<file path="src/verilog/mpp_pkg.sv">
// constants shared by the mono pixel packer and its byte fifo
package mpp_pkg;
  ////////////////////////////////////////////////////////////////
  // layout select codes
  localparam logic [1:0] LAYOUT_MONO8  = 2'h0;
  localparam logic [1:0] LAYOUT_WIDE   = 2'h1;
  localparam logic [1:0] LAYOUT_PACKED = 2'h2;
  ////////////////////////////////////////////////////////////////
  // leader format codes, values arbitrary
  localparam logic [7:0] LEADER_MONO8   = 8'h01;
  localparam logic [7:0] LEADER_REDUCED = 8'h02;
  localparam logic [7:0] LEADER_PACKED  = 8'h03;
  localparam logic [7:0] LEADER_RESET   = 8'h00;
  ////////////////////////////////////////////////////////////////
  // widths, field positions and reset values
  localparam int         PIX_W          = 12;
  localparam int         BYTE_W         = 8;
  localparam int         FIFO_W         = 9;
  localparam int         FIFO_DEPTH     = 8;
  localparam int         LAST_BIT       = 8;
  localparam int         MSB_LO         = 4;
  localparam logic [3:0] PAD_NIBBLE     = 4'h0;
  localparam logic [7:0] PAD_BYTE       = 8'h00;
  localparam logic [1:0] NBYTES_ONE     = 2'h1;
  localparam logic [1:0] NBYTES_TWO     = 2'h2;
  localparam logic [1:0] NBYTES_THREE   = 2'h3;
  localparam logic [1:0] IDX_RESET      = 2'h0;
  ////////////////////////////////////////////////////////////////
  // packer states, one-hot
  typedef enum logic [1:0] {
    ST_TAKE = 2'b01,
    ST_SEND = 2'b10
  } mpp_state_t;
endpackage
</file>
<file path="src/verilog/mpp_fifo_if.sv">
// byte fifo handshake between packer logic and its fifo
interface mpp_fifo_if #(parameter int W = 9);
  logic         wr_valid;
  logic         wr_ready;
  logic [W-1:0] wr_data;
  logic         rd_valid;
  logic         rd_ready;
  logic [W-1:0] rd_data;
  modport fifo_side (input wr_valid, wr_data, rd_ready, output wr_ready, rd_valid, rd_data);
  modport user_side (output wr_valid, wr_data, rd_ready, input wr_ready, rd_valid, rd_data);
endinterface

</file>
<file path="src/verilog/mpp_byte_fifo.sv">
// byte fifo with memory and registered read stage
module mpp_byte_fifo #(
  parameter int W     = 9,
  parameter int DEPTH = 8
) (
  // clock and reset
  input  wire logic           i_sys_clk,
  input  wire logic           i_rst,
  // both sides
  mpp_fifo_if.fifo_side       fif
);
  localparam int AW = $clog2(DEPTH);
  localparam int CW = $clog2(DEPTH + 1);
  localparam logic [CW-1:0] FULL_CNT = CW'(DEPTH);

  logic [W-1:0]  mem [DEPTH];
  logic [AW-1:0] wr_ptr_ff;
  logic [AW-1:0] rd_ptr_ff;
  logic [CW-1:0] count_ff;
  logic          out_valid_ff;
  logic [W-1:0]  out_data_ff;
  logic          push;
  logic          pop;

  assign fif.wr_ready = (count_ff != FULL_CNT);
  assign push         = fif.wr_valid && fif.wr_ready;
  // refill the output stage whenever it empties or is taken
  assign pop          = (count_ff != '0) && (!out_valid_ff || fif.rd_ready);
  assign fif.rd_valid = out_valid_ff;
  assign fif.rd_data  = out_data_ff;

  ////////////////////////////////////////////////////////////////
  always_ff @(posedge i_sys_clk) begin
    if (push) begin
      mem[wr_ptr_ff] <= fif.wr_data;
    end
  end

  always_ff @(posedge i_sys_clk) begin
    if (i_rst) begin
      wr_ptr_ff <= '0;
      rd_ptr_ff <= '0;
      count_ff  <= '0;
    end else begin
      if (push) begin
        wr_ptr_ff <= (wr_ptr_ff == AW'(DEPTH - 1)) ? '0 : wr_ptr_ff + 1'b1;
      end
      if (pop) begin
        rd_ptr_ff <= (rd_ptr_ff == AW'(DEPTH - 1)) ? '0 : rd_ptr_ff + 1'b1;
      end
      count_ff <= count_ff + CW'(push) - CW'(pop);
    end
  end

  always_ff @(posedge i_sys_clk) begin
    if (i_rst) begin
      out_valid_ff <= 1'b0;
      out_data_ff  <= '0;
    end else if (pop) begin
      out_valid_ff <= 1'b1;
      out_data_ff  <= mem[rd_ptr_ff];
    end else if (fif.rd_ready) begin
      out_valid_ff <= 1'b0;
    end
  end
endmodule

</file>
<file path="src/verilog/mpp_packer.sv">
// mono pixel packer: 12-bit samples to frame byte stream
module mpp_packer #(
  parameter int DEPTH = mpp_pkg::FIFO_DEPTH
) (
  // clock and reset
  input  wire logic                     i_sys_clk,
  input  wire logic                     i_rst,
  // configuration
  input  wire logic [1:0]               i_layout,
  // pixel source
  input  wire logic                     i_pix_valid,
  input  wire logic [mpp_pkg::PIX_W-1:0] i_pix_data,
  input  wire logic                     i_pix_first,
  input  wire logic                     i_pix_last,
  output logic                          o_pix_ready,
  // byte stream toward frame transmission
  output logic                          o_byte_valid,
  output logic [mpp_pkg::BYTE_W-1:0]    o_byte_data,
  output logic                          o_byte_last,
  input  wire logic                     i_byte_ready,
  // leader format code of the current frame
  output logic [7:0]                    o_leader_code
);
  mpp_fifo_if #(.W(mpp_pkg::FIFO_W)) fif ();

  mpp_pkg::mpp_state_t state_ff;
  logic [1:0]          layout_ff;
  logic [1:0]          layout_now;
  logic                odd_ff;
  logic [3:0]          even_lo_ff;
  logic [7:0]          byte0_ff;
  logic [7:0]          byte1_ff;
  logic [7:0]          byte2_ff;
  logic [1:0]          nbytes_ff;
  logic [1:0]          idx_ff;
  logic                last_ff;
  logic [7:0]          leader_ff;
  logic                take;
  logic                wr_done;
  logic                final_byte;
  logic [7:0]          cur_byte;

  // reserved code falls back to the one-byte layout
  // layout select, latched at frame start
  assign layout_now = i_pix_first ? i_layout : layout_ff;
  assign take       = (state_ff == mpp_pkg::ST_TAKE) && i_pix_valid;
  assign final_byte = (idx_ff == nbytes_ff - 2'h1);
  assign wr_done    = fif.wr_valid && fif.wr_ready;

  always_comb begin
    case (idx_ff)
      2'h0:    cur_byte = byte0_ff;
      2'h1:    cur_byte = byte1_ff;
      default: cur_byte = byte2_ff;
    endcase
  end

  ////////////////////////////////////////////////////////////////
  // fifo write side and output side
  assign fif.wr_valid = (state_ff == mpp_pkg::ST_SEND);
  assign fif.wr_data  = {last_ff && final_byte, cur_byte};
  assign fif.rd_ready = i_byte_ready;
  assign o_byte_valid = fif.rd_valid;
  assign o_byte_data  = fif.rd_data[mpp_pkg::BYTE_W-1:0];
  assign o_byte_last  = fif.rd_data[mpp_pkg::LAST_BIT];
  // one-hot: bit 0 is the take state, so ready comes straight from the flop
  assign o_pix_ready  = state_ff[0];
  assign o_leader_code = leader_ff;

  mpp_byte_fifo #(
    .W     (mpp_pkg::FIFO_W),
    .DEPTH (DEPTH)
  ) u_fifo (
    .i_sys_clk (i_sys_clk),
    .i_rst     (i_rst),
    .fif       (fif)
  );

  ////////////////////////////////////////////////////////////////
  // state: take one pixel, then push its bytes one per cycle
  always_ff @(posedge i_sys_clk) begin
    if (i_rst) begin
      state_ff <= mpp_pkg::ST_TAKE;
      idx_ff   <= mpp_pkg::IDX_RESET;
    end else begin
      case (state_ff)
        mpp_pkg::ST_TAKE: begin
          idx_ff <= mpp_pkg::IDX_RESET;
          if (take) begin
            state_ff <= mpp_pkg::ST_SEND;
          end
        end
        mpp_pkg::ST_SEND: begin
          if (wr_done) begin
            idx_ff <= idx_ff + 2'h1;
            if (final_byte) begin
              state_ff <= mpp_pkg::ST_TAKE;
            end
          end
        end
        default: begin
          state_ff <= mpp_pkg::ST_TAKE;
        end
      endcase
    end
  end

  ////////////////////////////////////////////////////////////////
  // layout, leader code and packed phase tracking
  always_ff @(posedge i_sys_clk) begin
    if (i_rst) begin
      layout_ff <= mpp_pkg::LAYOUT_MONO8;
      leader_ff <= mpp_pkg::LEADER_RESET;
    end else if (take && i_pix_first) begin
      layout_ff <= i_layout;
      // reduced-depth code for the two-byte layout
      case (i_layout)
        mpp_pkg::LAYOUT_WIDE:   leader_ff <= mpp_pkg::LEADER_REDUCED;
        mpp_pkg::LAYOUT_PACKED: leader_ff <= mpp_pkg::LEADER_PACKED;
        default:                leader_ff <= mpp_pkg::LEADER_MONO8;
      endcase
    end
  end

  always_ff @(posedge i_sys_clk) begin
    if (i_rst) begin
      odd_ff     <= 1'b0;
      even_lo_ff <= mpp_pkg::PAD_NIBBLE;
    end else if (take && layout_now == mpp_pkg::LAYOUT_PACKED) begin
      // a new frame always restarts on an even pixel
      odd_ff <= i_pix_last ? 1'b0 : ((i_pix_first ? 1'b0 : odd_ff) ^ 1'b1);
      if (i_pix_first || !odd_ff) begin
        even_lo_ff <= i_pix_data[3:0];
      end
    end
  end

  ////////////////////////////////////////////////////////////////
  // byte formation per layout
  always_ff @(posedge i_sys_clk) begin
    if (i_rst) begin
      byte0_ff  <= mpp_pkg::PAD_BYTE;
      byte1_ff  <= mpp_pkg::PAD_BYTE;
      byte2_ff  <= mpp_pkg::PAD_BYTE;
      nbytes_ff <= mpp_pkg::NBYTES_ONE;
      last_ff   <= 1'b0;
    end else if (take) begin
      last_ff  <= i_pix_last;
      byte1_ff <= mpp_pkg::PAD_BYTE;
      byte2_ff <= mpp_pkg::PAD_BYTE;
      case (layout_now)
        mpp_pkg::LAYOUT_WIDE: begin
          // low byte first, high byte second
          byte0_ff  <= i_pix_data[7:0];
          byte1_ff  <= {mpp_pkg::PAD_NIBBLE, i_pix_data[11:8]};
          nbytes_ff <= mpp_pkg::NBYTES_TWO;
        end
        mpp_pkg::LAYOUT_PACKED: begin
          if (odd_ff && !i_pix_first) begin
            // odd pixel: shared nibble byte then high bits
            byte0_ff  <= {i_pix_data[3:0], even_lo_ff};
            byte1_ff  <= i_pix_data[11:4];
            nbytes_ff <= mpp_pkg::NBYTES_TWO;
          end else if (i_pix_last) begin
            // odd one out: pad the missing partner with zeros
            byte0_ff  <= i_pix_data[11:4];
            byte1_ff  <= {mpp_pkg::PAD_NIBBLE, i_pix_data[3:0]};
            nbytes_ff <= mpp_pkg::NBYTES_THREE;
          end else begin
            // even pixel sends only its high bits now
            byte0_ff  <= i_pix_data[11:4];
            nbytes_ff <= mpp_pkg::NBYTES_ONE;
          end
        end
        default: begin
          // level kept as the upper eight bits
          byte0_ff  <= i_pix_data[11:mpp_pkg::MSB_LO];
          nbytes_ff <= mpp_pkg::NBYTES_ONE;
        end
      endcase
    end
  end

  ////////////////////////////////////////////////////////////////
  // checks
  // one-byte value
  mono_byte_a: assert property (@(posedge i_sys_clk) disable iff (i_rst)
    take && layout_now == mpp_pkg::LAYOUT_MONO8
    |=> byte0_ff == $past(i_pix_data[11:4]) && nbytes_ff == 2'h1)
    else $error("one-byte value wrong");
  mono_count_a: assert property (@(posedge i_sys_clk) disable iff (i_rst)
    take && layout_now == mpp_pkg::LAYOUT_MONO8
    |=> fif.wr_valid && final_byte)
    else $error("one-byte count wrong");
  wide_count_a: assert property (@(posedge i_sys_clk) disable iff (i_rst)
    take && layout_now == mpp_pkg::LAYOUT_WIDE |=> nbytes_ff == 2'h2)
    else $error("two-byte count wrong");
  wide_zero_a: assert property (@(posedge i_sys_clk) disable iff (i_rst)
    wr_done && layout_ff == mpp_pkg::LAYOUT_WIDE && idx_ff == 2'h1
    |-> fif.wr_data[7:4] == 4'h0)
    else $error("high nibble not zero");
  wide_order_a: assert property (@(posedge i_sys_clk) disable iff (i_rst)
    take && layout_now == mpp_pkg::LAYOUT_WIDE
    |=> byte0_ff == $past(i_pix_data[7:0]) && byte1_ff[3:0] == $past(i_pix_data[11:8]))
    else $error("two-byte order wrong");
  wide_range_a: assert property (@(posedge i_sys_clk) disable iff (i_rst)
    state_ff == mpp_pkg::ST_SEND && layout_ff == mpp_pkg::LAYOUT_WIDE
    |-> {byte1_ff, byte0_ff} <= 16'h0FFF)
    else $error("two-byte word above range");
  leader_code_a: assert property (@(posedge i_sys_clk) disable iff (i_rst)
    take && i_pix_first && i_layout == mpp_pkg::LAYOUT_WIDE
    |=> o_leader_code == mpp_pkg::LEADER_REDUCED)
    else $error("leader code not reduced");
  pack_pair_a: assert property (@(posedge i_sys_clk) disable iff (i_rst)
    take && layout_now == mpp_pkg::LAYOUT_PACKED && odd_ff && !i_pix_first
    |=> byte0_ff == {$past(i_pix_data[3:0]), $past(even_lo_ff)}
        && byte1_ff == $past(i_pix_data[11:4]))
    else $error("packed pair wrong");
  pack_even_a: assert property (@(posedge i_sys_clk) disable iff (i_rst)
    take && layout_now == mpp_pkg::LAYOUT_PACKED && (!odd_ff || i_pix_first) && !i_pix_last
    |=> nbytes_ff == 2'h1 ##1 odd_ff)
    else $error("packed even count wrong");
  layout_hold_a: assert property (@(posedge i_sys_clk) disable iff (i_rst)
    take && !i_pix_first |=> $stable(layout_ff))
    else $error("layout changed in frame");

  mono_seen_c:   cover property (@(posedge i_sys_clk) take && layout_now == 2'h0);
  wide_seen_c:   cover property (@(posedge i_sys_clk) take && layout_now == 2'h1);
  pack_pair_c:   cover property (@(posedge i_sys_clk) take && layout_now == 2'h2 && odd_ff);
  fifo_full_c:   cover property (@(posedge i_sys_clk) fif.wr_valid && !fif.wr_ready);
endmodule

</file>
<file path="config.mk">
export PLATFORM = sky130hd
export DESIGN_NAME = mpp_packer
export DESIGN_NICKNAME = d
export VERILOG_FILES = /design/src/verilog/mpp_pkg.sv /design/src/verilog/mpp_fifo_if.sv /design/src/verilog/mpp_byte_fifo.sv /design/src/verilog/mpp_packer.sv
export SDC_FILE = /design/constraint.sdc
export NUM_CORES = 1
export LEC_CHECK = 0
export ABC_AREA = 1
export CAP_MARGIN = 5
export CORE_ASPECT_RATIO = 0.75
export CORE_UTILIZATION = 50
export CTS_CLUSTER_SIZE = 8
export DETAILED_ROUTE_END_ITERATION = 7
export DONT_BUFFER_PORTS = 1
export GPL_ROUTABILITY_DRIVEN = 0
export SETUP_SLACK_MARGIN = 0.3
export SLEW_MARGIN = 15
export SYNTH_ARGS = -nofsm -noshare
export SYNTH_HDL_FRONTEND = slang
export SYNTH_SLANG_ARGS = --single-unit
</file>
<file path="constraint.sdc">
create_clock -name i_sys_clk -period 2.5 [get_ports i_sys_clk]
set_input_delay 0.5 -clock i_sys_clk [delete_from_list [all_inputs] [get_ports i_sys_clk]]
set_output_delay 0.5 -clock i_sys_clk [all_outputs]
set_load 0.005 [all_outputs]
</file>
Word-level counts from Yosys, hierarchy flattened:

Memory sizes are Yosys's and may differ from the RTL's. A register that Yosys moved wholly into a read port is not among the register bits.
Cells that the tools add are included.

* bits in registers: 49
* bits in latches: 0
* bits in writable memories: 72
* ROM bits: 0
* input bits: 20
* output and inout port bits: 19
* word-level logic and storage cells: 80
* memories: 1

Memories
* u_fifo.mem: depth 8, bits a word 9, read ports 1, clocked after Yosys merged registers in 1, wr ports 1, RTL line mpp_byte_fifo.sv:16 `logic [W-1:0] mem [DEPTH];`

* add/subtract/negate cells: 6
* multipliers: 0
* divide/modulo/power cells: 0
* magnitude comparators: 0
* equal/unequal tests: 14
* shift operators: 0
* multiplexer cells: 25
* bitwise operators: 1
* reduce and logical (&&, ||, !) cells: 19

Operator list (count)
* $pmux 8 s2: 3
* $mux 8: 2
* $pmux 2 s2: 4
* $mux 2: 7
* $eq 2x1->1 const B: 4
* $logic_and 1x1->1: 7
* $add 3x1->3 const B: 2
* $eq 2x2->1 const B: 3
* $eq 3x3->1 const B: 2
* $mux 1: 6
* $mux 3: 2
* $ne 2x2->1 const B: 3
* $add 4x1->4: 1
* $mux 4: 1
* $ne 4x4->1 const B: 1
* $reduce_and 2->1: 2
* $reduce_bool 2->1: 2
* $reduce_bool 4->1: 1
* $sub 4x1->4: 1
* $logic_not 1->1: 3
* $reduce_and 3->1: 1
* $add 2x1->2 const B: 1
* $eq 2x2->1: 1
* $logic_not 2->1: 1
* 3 further kinds: 4

Depth between registers and ports, before layout:

Gate-level depths: netlist of the first run.

* word-level depth: 5
* depth in mapped cells: 14
* gate-level depth less buffers: 13

Modules after synthesis:

From an unflattened synthesis of the first run, not the netlist that was laid out.

* cells, all modules: 691
* area, all modules: 5969.5 µm²

Modules (own cells, without submodules)
* mpp_byte_fifo: times used 1, cells an instance 394, area an instance 3980.1 µm², sequential area each 2562.5 µm²
* mpp_packer: times used 1, cells an instance 297, area an instance 1989.4 µm², sequential area each 640.6 µm²

Worst setup path after synthesis of the first run:

Ideal clock, no wire load.

* path kind: reg2reg
* start point: register u_fifo.count_ff[2]
* end point: register u_fifo.count_ff[2]
* arrival time: 1.986 ns
* required time: 2.372 ns
* slack: 0.387 ns
* cell stages (with the launch flop): 13
* path buffers: 1
* cells stage by stage: dfxtp_1 > inv_1 > ha_1 > nand3_1 > o21ai_2 > inv_1 > buf_2 > ha_1 > inv_1 > ha_1 > fa_1 > xnor2_1 > nor2_1

* elaborated cells between the ends (all ways): 6

RTL lines
* start, declared: RTL line mpp_byte_fifo.sv:19 `logic [CW-1:0] count_ff;`
* start signal, assigned: RTL line mpp_byte_fifo.sv:51 `count_ff <= count_ff + CW'(push) - CW'(pop);`
* $reduce_bool 4->1: RTL line mpp_byte_fifo.sv:28 `assign pop = (count_ff != '0) && (!out_valid_ff || fif.rd_ready);`
* $logic_and 1x1->1: RTL line mpp_byte_fifo.sv:28
* named net u_fifo.pop: RTL line mpp_byte_fifo.sv:23 `logic pop;`
* $sub 4x1->4: RTL line mpp_byte_fifo.sv:51

The timed path passes the listed nets, and every way through them passes these cells.
A chain may end at the register's enable or synchronous reset.

Worst setup path in the final report of the first run:

* start point: register u_fifo.count_ff[2]
* end point: register u_fifo.count_ff[2]

* longest elaborated chain between the ends: 4
* elaborated cells between the ends (all ways): 6

Ends and longest elaborated chain
* $ne 4x4->1: RTL line mpp_byte_fifo.sv:25 `assign fif.wr_ready = (count_ff != FULL_CNT);`
* $logic_and 1x1->1: RTL line mpp_byte_fifo.sv:26 `assign push = fif.wr_valid && fif.wr_ready;`
* $add 4x1->4: RTL line mpp_byte_fifo.sv:51
* $sub 4x1->4 (*): RTL line mpp_byte_fifo.sv:51

Every way passes the cells marked *; elsewhere a longest branch is shown, timed or not.

==> key figures, run 1 <==
Status
  • Status: complete, but fails checks
  • Failing checks: DRC

Logic synthesis
  • Seq/Total Area, Yosys: between 50% and 60%
  • Area leader, netlist: edfxtp_1
  • Top-count cell post-synth: nand2_1
  • Yosys cell types: 37
  • #FFs+latches synth: 124
  • Mapped cell area: 5710 sq um
  • Synth warn: 0
  • Syn avg cell area: between 8 and 9 sq um
  • Top post-synthesis cells by count: nand2_1 (177), inv_1 (84), edfxtp_1 (72), nand3_1 (64), dfxtp_1 (52)
  • Synth top area share: between 30% and 40%
  • EDFF count, synth: 72
  • Syn Inst Count: 643
  • Ys async rst share: 0%
  • Area contributors post-synth: edfxtp_1 (38%), dfxtp_1 (18%), nand2_1 (12%), nand3_1 (5.6%), inv_1 (5.5%)
  • Most used DFF post-synth: edfxtp_1

Routing
  • WL final: approximately 13000 um
  • Routed Antenna Nets: 0
  • 1st-iter DRT viols: 360
  • DR vias/cell: between 5 and 6
  • DRC errors left: 3
  • Initial DRT Pass Iterations: 7
  • DR WL/cell: roughly 16 um
  • Vias: between 4000 and 5000

Clock tree
  • H-Tree Depth: 4
  • Postcts setup bufs: 0
  • CTS tree: yes
  • Clk_lat worst skew: roughly 420 ps
  • Hold buffer count at cts: 0
  • Clock Tree Buf Depth: 2
  • CTS resizes: 0
  • TritonCTS buffer count: 17
  • Clk root buf: clkbuf_16
  • Clock Sinks: about 120
  • Worst-path clk slew: about 60 ps

Floorplanning
  • Die area: roughly 12000 sq um
  • Die X: 125 um
  • I/O Pins: 39
  • Vert. Die Dim: approximately 95 um
  • Placeable Area: approximately 11000 sq um
  • Starting Density: slightly above 50%
  • Row cnt: 33

Final layout
  • Post-route cell area: roughly 6400 sq um
  • Area used by multi-input combinational logic: about 2000 sq um
  • P&R area growth vs syn: 11.6%
  • Register area: ~3200 sq um
  • Nets: approximately 690
  • # fillers: 974
  • Layout cells sized above 1: 8.14%
  • Diode count: 0

STA
  • Sum Neg Setup Slack: 0 ps
  • RSZ-0062 raised after global routing: false
  • Pins over their slew limit: 0
  • Final Cycle Share: about four fifths
  • Fmax: between 0.4 and 0.5 GHz
  • Rel. slew slack: between 50% and 60%
  • # setup viols final: 0
  • Worst slew pin tran: 728 ps
  • Minimum clock period: 2020 ps
  • Final Skew: about 9.6 ps
  • Fin. Hold Viols: 0

Global route
  • Grt total ovfl: 0
  • Largest net degree at the start of global routing: 39
  • Initial antenna violation count: 0
  • Vias in the first global route: 4033
  • First-pass GRT wire length: between 20000 and 25000 um
  • GRT Total Usage: around a quarter

Critical path
  • Crit Path Max Fanout: 3
  • CP Capture Type: flop
  • Biggest cell delay along the critical path: 390 ps
  • Crit Path Category: reg2reg
  • Buf+Inv Stages, Crit Path: 3
  • Cells along the critical path: inv_1 -> ha_1 -> nand3_1 -> o21ai_2 -> inv_1 -> ha_1 -> inv_1 -> ha_1 -> fa_1 -> xnor2_1 -> nor2_1
  • CP top delay family: adder cells
  • Startpoint types: flop
  • Critical Path Slowest Stage Cell: fa_1
  • Critical Path AT: ~2300 ps
  • CP required: around 2800 ps

Power and ir drop
  • PD cells: 988 nW/um^2
  • Max VDD drop: ~0.57 mV
  • Post-route total power: about 0.0063 W
  • P_leak: 2.74 nW

Worst hold path
  • Hold WC Path Type: in2reg

Job
  • Number of max-cap violations: 0

Placement
  • Post-DP HPWL: about 8300 um
  • Post-DP Area: between 5000 and 6000 sq um
  • Port Buffers: 0
-- metal layers --
layer | global-route usage (%) | vias up | part of all wire (%)
met5 | 0 | - | 0
met4 | 10.7 | 0 | 1.3
met3 | 5.16 | 19 | 4.4
met2 | 37.2 | 105 | 46
met1 | 31.6 | 2078 | 49
li1 | - | 2109 | -
-- state kept, by name (all words and copies together), names as in the netlist, 2 cells and up --
name	flops
state_ff	2
nbytes_ff	2
even_lo_ff	4
byte1_ff	8
u_fifo.rd_ptr_ff	3
u_fifo.fif.rd_data	9
u_fifo.wr_ptr_ff	3
idx_ff	2
layout_ff	2
u_fifo.mem	72
o_leader_code	2
byte0_ff	8
u_fifo.count_ff	4
-- cells in the final DEF (no fill, tap or decap), types with 2 or more instances in the layout --
cell type  synthesis  routed
a21oi_1           37      37
a22o_1             8       8
a31oi_1            6       6
buf_4             10      15
clkbuf_1          10       8
clkbuf_16          0      17
clkbuf_8           0       6
clkinv_1           2       2
conb_1             1       6
dfxtp_1           52      52
edfxtp_1          72      72
ha_1              15      15
inv_1             84      84
inv_2              3       3
nand2_1          177     177
nand2_4            2       2
nand3_1           64      64
nand4_1            4       4
nor2_1            35      35
nor2_4             2       2
o21ai_0           30      30
or2_2              2       2
xnor2_1            2       2
-- power breakdown --
group	leakage, nW	switching (W)	internal, W	total, W
Clock	0.266	0.000831	0.00142	0.00226
Combinational	1.40	0.00108	0.000541	0.00162
Sequential	1.07	0.0000835	0.00233	0.00241
-- path summary, 6_finish.rpt --
check	to	slack, ps	cells past startpoint	from
setup reg to reg	u_fifo.count_ff[2]	480	11	u_fifo.count_ff[2]
hold / removal	byte1_ff[5]	150	1	i_rst
setup / recovery	u_fifo.count_ff[2]	480	11	u_fifo.count_ff[2]
hold reg to reg	layout_ff[1]	460	2	layout_ff[1]
-- per-stage QoR --
step / hold slack (ps) / setup slack (ps) / cells / utilization [%]
6_report: 148 / 479 / 803 / 57.7
3_5_place_dp: 452 / 471 / 771 / 52.8
4_1_cts: 131 / 439 / 803 / 57.7
3_3_place_gp: 439 / 400 / 771 / 52.8
5_1_grt: 135 / 303 / 803 / 57.7
2_1_floorplan: 430 / 387 / 648 / -
-- worst reg2reg max path, cell delays in order, from the launching register on --
cell and delay (ps):
dfxtp_1 290, inv_1 90, ha_1 150, nand3_1 110
o21ai_2 90, inv_1 80, ha_1 280, inv_1 40
ha_1 200, fa_1 390, xnor2_1 150, nor2_1 50
-- logic make-up after synthesis --
family	count (synthesis)	synth area share, %
AOI/OAI and AO/OA	86	8.62
xor gates and xnor gates	3	0.461
adders and majority gates	16	3.64
buffers and inverters	122	9.28
DFF	124	56.1
other	1	0.0657
and+or+nand+nor	291	21.8
-- final cells by class --
type | count | share of cell area [%]
inverters | 90 | 5.35
well taps | 140 | 2.75
flip-flops and latches | 124 | 50.3
clock inverters | 1 | 0.0786
repair buffers | 15 | 1.77
clock buffers | 31 | 8.45
multi-input cells | 402 | 31.3
No activity file was read; power rests on OpenSTA's default activity.
==> run 2: changes to the inputs <==
- ABC_AREA: 1 -> 0
- PLACE_DENSITY: not set -> 0.68
- clock period: 2.5 -> 1.85 ns (I/O delays scaled with it)
==> key figures, run 2 <==
Status
  • Status: complete, but fails checks
  • Failing checks: setup timing

Critical path
  • Worst R2R Path Depth: 9 (-2)
  • Crit Path Max Fanout: 3 (unchanged)
  • RR Endpoint: u_fifo.count_ff[1]
  • CP required: 2150 ps (-660 ps)
  • Reg-to-reg slack, setup: -20 ps (-500 ps)
  • Startpoint types: flop
  • Crit Path Category: reg2reg
  • Critical Path AT: 2170 ps (-160 ps)
  • CP Capture Type: flop
  • Reg-to-reg startpoint: u_fifo.count_ff[2]

Clock tree
  • Clock Sinks: 124 (unchanged)
  • TritonCTS buffer count: 17 (unchanged)
  • H-Tree Depth: 4 (unchanged)
  • Clk root buf: clkbuf_16
  • Clock Tree Buf Depth: 2 (unchanged)
  • CTS tree: yes
  • Clk_lat worst skew: 420 ps (about the same)
  • Worst-path clk slew: 60 ps (about the same)

Power and ir drop
  • Net Sw Frac: 28.6% (-3.1 points)
  • Max VDD drop: 0.784 mV (+38%)
  • Clock share of power: 35.2% (-0.7 points)
  • Int Pwr: 0.00658 W (+53%)
  • Seq pwr share: 36.9% (-1.4 points)
  • Net switching power: 0.00264 W (+32%)
  • PD cells: 1320 nW/um^2 (+34%)
  • P_leak: 2.44 nW (-11%)
  • Comb power frac: 27.9% (+2.1 points)

Logic synthesis
  • Synth top area share: 40.1% (+2.2 points)
  • Yosys cell types: 53 (+43%)
  • Syn Inst Count: 429 (-33%)
  • Mapped cell area: 5390 sq um (-5.6%)
  • Synth Area in Compound Gates: 12.5% (+3.9 points)
  • Top-count cell post-synth: edfxtp_1
  • #FFs+latches synth: 124 (unchanged)
  • Top post-synthesis cells by count: edfxtp_1 (72), dfxtp_1 (52), nor2_1 (28), nand2_1 (26), mux2i_1 (25)
  • Area contributors post-synth: edfxtp_1 (40%), dfxtp_1 (19%), mux2i_1 (4.6%), ha_1 (3.5%), mux4_2 (3.3%)
  • Syn avg cell area: 12.6 sq um (+42%)
  • Post-synthesis adder-cell area fraction: 3.86% (+0.22 points)
  • Mux contribution to synthesized area: 8.48% (+8.5 points)
  • Synth warn: 0 (unchanged)
  • Seq/Total Area, Yosys: 59.5% (+3.3 points)
  • Area leader, netlist: edfxtp_1
  • Ys async rst share: 0% (unchanged)
  • Synth Area in Simple Gates: 9.97% (-12 points)
  • Largest family of logic cells by synthesized area: compound AO/OA/AOI/OAI gates
  • Post-Synth XOR/XNOR Area: 0.488% (+0.027 points)
  • EDFF count, synth: 72 (unchanged)
  • Most used DFF post-synth: edfxtp_1

Worst hold path
  • Hold endpoint: byte0_ff[2]
  • Hold Crit Start: i_rst
  • Hold Path Cell Cnt: 1 (unchanged)
  • Hold WC Path Type: in2reg

STA
  • RSZ-0062 raised after global routing: true
  • # setup viols final: 1 (+1)
  • Pins over their slew limit: 0 (unchanged)
  • Fin. Hold Viols: 0 (unchanged)
  • Final setup margin: -20.3 ps (-499 ps)
  • Final Skew: 15.1 ps (+5.51 ps)
  • Minimum clock period: 1870 ps (-151 ps)
  • Rel. slew slack: 58.6% (+7.2 points)
  • Hold Slack: 10.6 ps (-137 ps)
  • Fmax: 0.535 GHz (+8.1%)
  • Final Cycle Share: 101% (+20 points)
  • Worst slew pin tran: 620 ps (-109 ps)

Routing
  • DRC errors left: 0 (-3)
  • DR vias/cell: 5.79 (+7.8%)
  • Routed Antenna Nets: 0 (unchanged)
  • Vias: 3543 (-18%)
  • 1st-iter DRT viols: 282 (-22%)
  • DR WL/cell: 19.4 um (+22%)
  • Initial DRT Pass Iterations: 5 (-2)
  • WL final: 11900 um (-7.0%)

Global route
  • Busiest grt layer: met2
  • GRT Total Usage: 23.3% (-0.31 points)
  • First-pass GRT wire length: 18600 um (-9.3%)
  • M1 GR Usage: 32.0% (+0.39 points)
  • Initial antenna violation count: 0 (unchanged)
  • Global routing usage on met3: 6.72% (+1.6 points)
  • Vias in the first global route: 3408 (-15%)
  • Met2 usage: 34.2% (-3.0 points)
  • Largest net degree at the start of global routing: 50 (+28%)
  • Grt total ovfl: 0 (unchanged)

Final layout
  • Nets: 499 (-27%)
  • P&R area growth vs syn: 29.7%
  • Layout cells sized above 1: 34.9% (+27 points)
  • Biggest register: u_fifo.mem
  • Most common cell after layout, fill and taps aside: edfxtp_1
  • Largest register FFs: 72 (unchanged)
  • Commonest cells after routing, fill and taps aside: edfxtp_1 (72), dfxtp_1 (46), nor2_1 (25), nand2_1 (25), mux2i_1 (22)
  • Final cell count without fillers: 612 (-24%)
  • Diode count: 0 (unchanged)

Floorplanning
  • Row cnt: 32 (-3.0%)
  • I/O Pins: 39 (unchanged)
  • Die X: 122 um (-2.8%)
  • Placeable Area: 10400 sq um (-5.9%)
  • Starting Density: 51.9% (+0.19 points)
  • Die area: 11200 sq um (-5.5%)
  • Vert. Die Dim: 91.9 um (-2.8%)

Job
  • Number of max-cap violations: 0 (unchanged)

Placement
  • Post-DP HPWL: 7170 um (-13%)
  • Port Buffers: 0 (unchanged)
  • Dpl cells: 559 (-27%)
==> run 2: changes by cell type in the layout (fill, tap and decap cells not counted), sizes merged, moves of 10 or more <==
cell    before  now
o21ai       31    8
o22ai        0   10
nand2      180   26
mux2i        0   25
nand3       65    8
a211oi       1   16
nor3         2   13
inv         88   14
buf         15   44
a21oi       38   21
clkbuf      31   20
==> run 2: worst max path at each step <==
stage / startpoint / endpoint / slack, ps
4_1_cts: u_fifo.count_ff[2] / u_fifo.count_ff[1] / 0.2
3_5_place_dp: u_fifo.count_ff[3] / u_fifo.count_ff[1] / -20
6_report: u_fifo.count_ff[2] / u_fifo.count_ff[1] / -20
5_1_grt: u_fifo.count_ff[3] / u_fifo.count_ff[1] / -60
3_3_place_gp: i_byte_ready / u_fifo.count_ff[1] / 20
2_1_floorplan: i_byte_ready / u_fifo.count_ff[1] / -100
==> run 2: cells by family after synthesis <==
group / count (synthesis)
flops: 124
simple gates: 107
compound gates: 94
buf+inv: 50
mux: 34
fa+ha+maj: 16
xor+xnor: 3
other cells: 1
==> run 2: repair_timing <==
item / 4_1_cts / 5_1_grt
setup buffers: 10 / 5
gates resized for setup: 46 / 33
cloned: 5 / 0
hold buffers: 1 / 0
hold endpoints to repair: 5 / 0
setup endpoints to repair: 100 / 144
pin swaps: 22 / 21
==> run 2: final cells by class <==
cell class	count	area [sq um]
sequential	124	3210
clock buffer	19	433
tap	136	170
multi-input combinational	260	2350
inverter	14	62.6
timing repair buffer	46	604
clock inverter	13	150
fill	728	3380
==> run 2: critical path, cell delays in order, from the launching register on <==
cell and delay [ps]:
dfxtp_2 330, inv_4 50, ha_4 160, a21bo_4 210
inv_2 70, ha_4 190, inv_2 60, ha_4 140
fa_2 410, nor2b_1 140
==> run 2: power by group through the flow <==
stage / clock [W] / sequential (W) / combinational (W)
final: 0.00325 / 0.00340 / 0.00257
after global routing: 0.00343 / 0.00343 / 0.00279
after CTS: 0.00332 / 0.00340 / 0.00243
after detailed placement: 0 / 0.00341 / 0.00203
after global placement: 0 / 0.00339 / 0.00199
after floorplan: 0 / 0.00334 / 0.00167
==> run 2: through the flow <==
stage / area, sq um / total power (W) / setup WS, ps / setup TNS, ps / util [%]
6_report: 6990 / 0.00922 / -20.3 / -20.3 / 67.4
5_1_grt: 6990 / 0.00965 / -55.0 / -93.5 / 67.4
4_1_cts: 6830 / 0.00915 / 0.244 / 0 / 65.9
3_5_place_dp: 5860 / 0.00544 / -15.0 / -15.0 / 56.5
3_3_place_gp: 5860 / 0.00538 / 23.6 / 0 / 56.5
2_1_floorplan: 5640 / 0.00501 / -103 / -857 / -
==> run 2: routing by layer <==
metal	up-vias	part of all wire, %
met5	-	0
met4	0	1.3
met3	12	5.1
met2	87	48
met1	1773	46
li1	1671	-
==> run 3: changes to the inputs <==
- ABC_AREA: 0 -> 1
==> key figures, run 3 (same netlist as run 1, synthesis figures left out) <==
Global route
  • First-pass GRT wire length: 22400 um (+20%)
  • Grt total ovfl: 0 (unchanged)
  • GRT Total Usage: 25.4% (+2.1 points)
  • Vias in the first global route: 4335 (+27%)
  • Initial antenna violation count: 0 (unchanged)
  • Largest net degree at the start of global routing: 39 (-22%)

Critical path
  • RR Endpoint: u_fifo.count_ff[1]
  • Cells along the critical path: inv_2 -> ha_4 -> nand3_2 -> o21ai_2 -> inv_2 -> ha_4 -> inv_2 -> ha_4 -> fa_2 -> inv_2 -> nor2_1
  • Critical path launch point: u_fifo.count_ff[3]
  • Reg-to-reg slack, setup: -5 ps (about the same)
  • Critical Path AT: 2210 ps (+40 ps)
  • Biggest cell delay along the critical path: 530 ps (+120 ps)
  • Critical Path Slowest Stage Cell: fa_2
  • Crit Path Max Fanout: 2 (-1)
  • CP Capture Type: flop
  • Reg-to-reg startpoint: u_fifo.count_ff[3]
  • CP required: 2200 ps (+50 ps)
  • CP endpoint: u_fifo.count_ff[1]
  • Worst R2R Path Depth: 11 (+2)
  • Crit Path Category: reg2reg
  • Startpoint types: flop
  • Crit-path most repeated cell: inv_2

Job
  • Number of max-cap violations: 0 (unchanged)

STA
  • Minimum clock period: 1860 ps (-14.8 ps)
  • Rel. slew slack: 53.0% (-5.6 points)
  • Final Skew: 11.4 ps (-3.70 ps)
  • Final setup margin: -5.49 ps (+14.8 ps)
  • Final Cycle Share: 100% (-0.80 points)
  • Hold Slack: 31.9 ps (+21.3 ps)
  • Fmax: 0.539 GHz (+0.80%)
  • Pins over their slew limit: 0 (unchanged)
  • # setup viols final: 1 (unchanged)
  • Worst slew pin tran: 705 ps (+84.8 ps)
  • RSZ-0062 raised after global routing: true
  • Fin. Hold Viols: 0 (unchanged)

Routing
  • Vias: 4557 (+29%)
  • Initial DRT Pass Iterations: 7 (+2)
  • Routed Antenna Nets: 0 (unchanged)
  • DRC errors left: 1 (+1)
  • DR vias/cell: 5.51 (-4.8%)
  • DR WL/cell: 17.0 um (-13%)
  • WL final: 14000 um (+18%)
  • 1st-iter DRT viols: 449 (+59%)

Status
  • Status: complete, but fails checks
  • Failing checks: DRC, setup timing

Floorplanning
  • Vert. Die Dim: 94.5 um (+2.9%)
  • Row cnt: 33 (+3.1%)
  • I/O Pins: 39 (unchanged)
  • Starting Density: 51.8% (-0.19 points)
  • Die area: 11800 sq um (+5.8%)
  • Die X: 125 um (+2.9%)
  • Placeable Area: 11000 sq um (+6.3%)

Final layout
  • # fillers: 877 (+20%)
  • Commonest cells after routing, fill and taps aside: nand2_1 (175), inv_1 (75), edfxtp_1 (72)
  • Diode count: 0 (unchanged)
  • Layout cells sized above 1: 18.6% (-16 points)
  • Nets: 710 (+42%)
  • P&R area growth vs syn: 22.0%
  • Biggest register: u_fifo.mem
  • Most common cell after layout, fill and taps aside: nand2_1
  • Post-route cell area: 6960 sq um (-0.38%)
  • Largest register FFs: 72 (unchanged)
  • Util after Layout: 63.1% (-4.2 points)

Placement
  • Post-DP Area: 6000 sq um (+2.5%)
  • Post-DP HPWL: 8950 um (+25%)
  • Port Buffers: 0 (unchanged)

Clock tree
  • Clk root buf: clkbuf_16
  • TritonCTS buffer count: 17 (unchanged)
  • Worst-path clk slew: 60 ps (about the same)
  • Clk_lat worst skew: 410 ps (about the same)
  • Hold buffer count at cts: 0 (-1)
  • H-Tree Depth: 4 (unchanged)
  • Clock Tree Buf Depth: 2 (unchanged)
  • CTS tree: yes
  • Clock Sinks: 124 (unchanged)

Power and ir drop
  • Post-route total power: 0.00931 W (+0.97%)
  • PD cells: 1340 nW/um^2 (+1.4%)
  • P_leak: 2.91 nW (+19%)
  • Max VDD drop: 0.751 mV (-4.2%)

Worst hold path
  • Hold WC Path Type: in2reg
run 3: metrics by stage:
stage / setup TNS [ps] / cells / setup WS (ps)
final: -5.49 / 827 / -5.49
after floorplan: -140 / 648 / -87.7
after detailed placement: -29.6 / 774 / -29.6
after CTS: 0 / 823 / 4.35
after global routing: -197 / 827 / -101
after global placement: 0 / 774 / 17.5
run 3: layer usage:
| metal | routed length, um | global-route usage, % | part of all wire, % |
|---|---|---|---|
| met1 | 6200 | 33.4 | 44 |
| met2 | 6430 | 40.7 | 46 |
| met3 | 1220 | 7.37 | 8.7 |
| met4 | 172 | 8.23 | 1.2 |
| met5 | 0 | 0 | 0 |
run 3: repair_timing:
item                                    in CTS  in global routing
resized for setup                           32                 22
pin swaps                                   19                  9
gates cloned                                 7                  1
endpoints found under the setup margin     121                171
setup buffers                               10                  3
run 3: critical path: cells and delay by family (launching register included):
| kind | cells | cell delay (ps) |
|---|---|---|
| simple gates | 2 | 120 |
| flops | 1 | 320 |
| compound gates | 1 | 80 |
| fa+ha+maj | 4 | 1070 |
| buf+inv | 4 | 200 |
run 3: worst min-delay path by stage:
stage / from / end / slack [ps] / cells after the start
global route: i_rst / byte1_ff[0] / 2 / 1
finish: i_rst / byte1_ff[0] / 30 / 1
global placement: layout_ff[1] / layout_ff[1] / 440 / 2
detailed placement: i_rst / layout_ff[0] / 450 / 1
floorplan: last_ff / last_ff / 430 / 2
CTS: i_rst / u_fifo.count_ff[2] / 8 / 1
run 3: cell type report:
class / instances / area (sq um) / area share [%]
flip-flops and latches: 124 / 3210 / 46.0
multi-input cells: 410 / 2330 / 33.4
clock buffers: 29 / 584 / 8.39
inverters: 90 / 379 / 5.45
repair buffers: 31 / 273 / 3.92
well taps: 140 / 175 / 2.52
clock inverters: 3 / 16.3 / 0.234
run 3: power by group:
| part | internal, W | total, W | switching, W | leakage (nW) |
|---|---|---|---|---|
| clock | 0.00213 | 0.00328 | 0.00114 | 0.299 |
| sequential | 0.00315 | 0.00328 | 0.000136 | 1.07 |
| combinational | 0.00105 | 0.00275 | 0.00170 | 1.54 |
| total | 0.00633 | 0.00931 | 0.00298 | 2.91 |
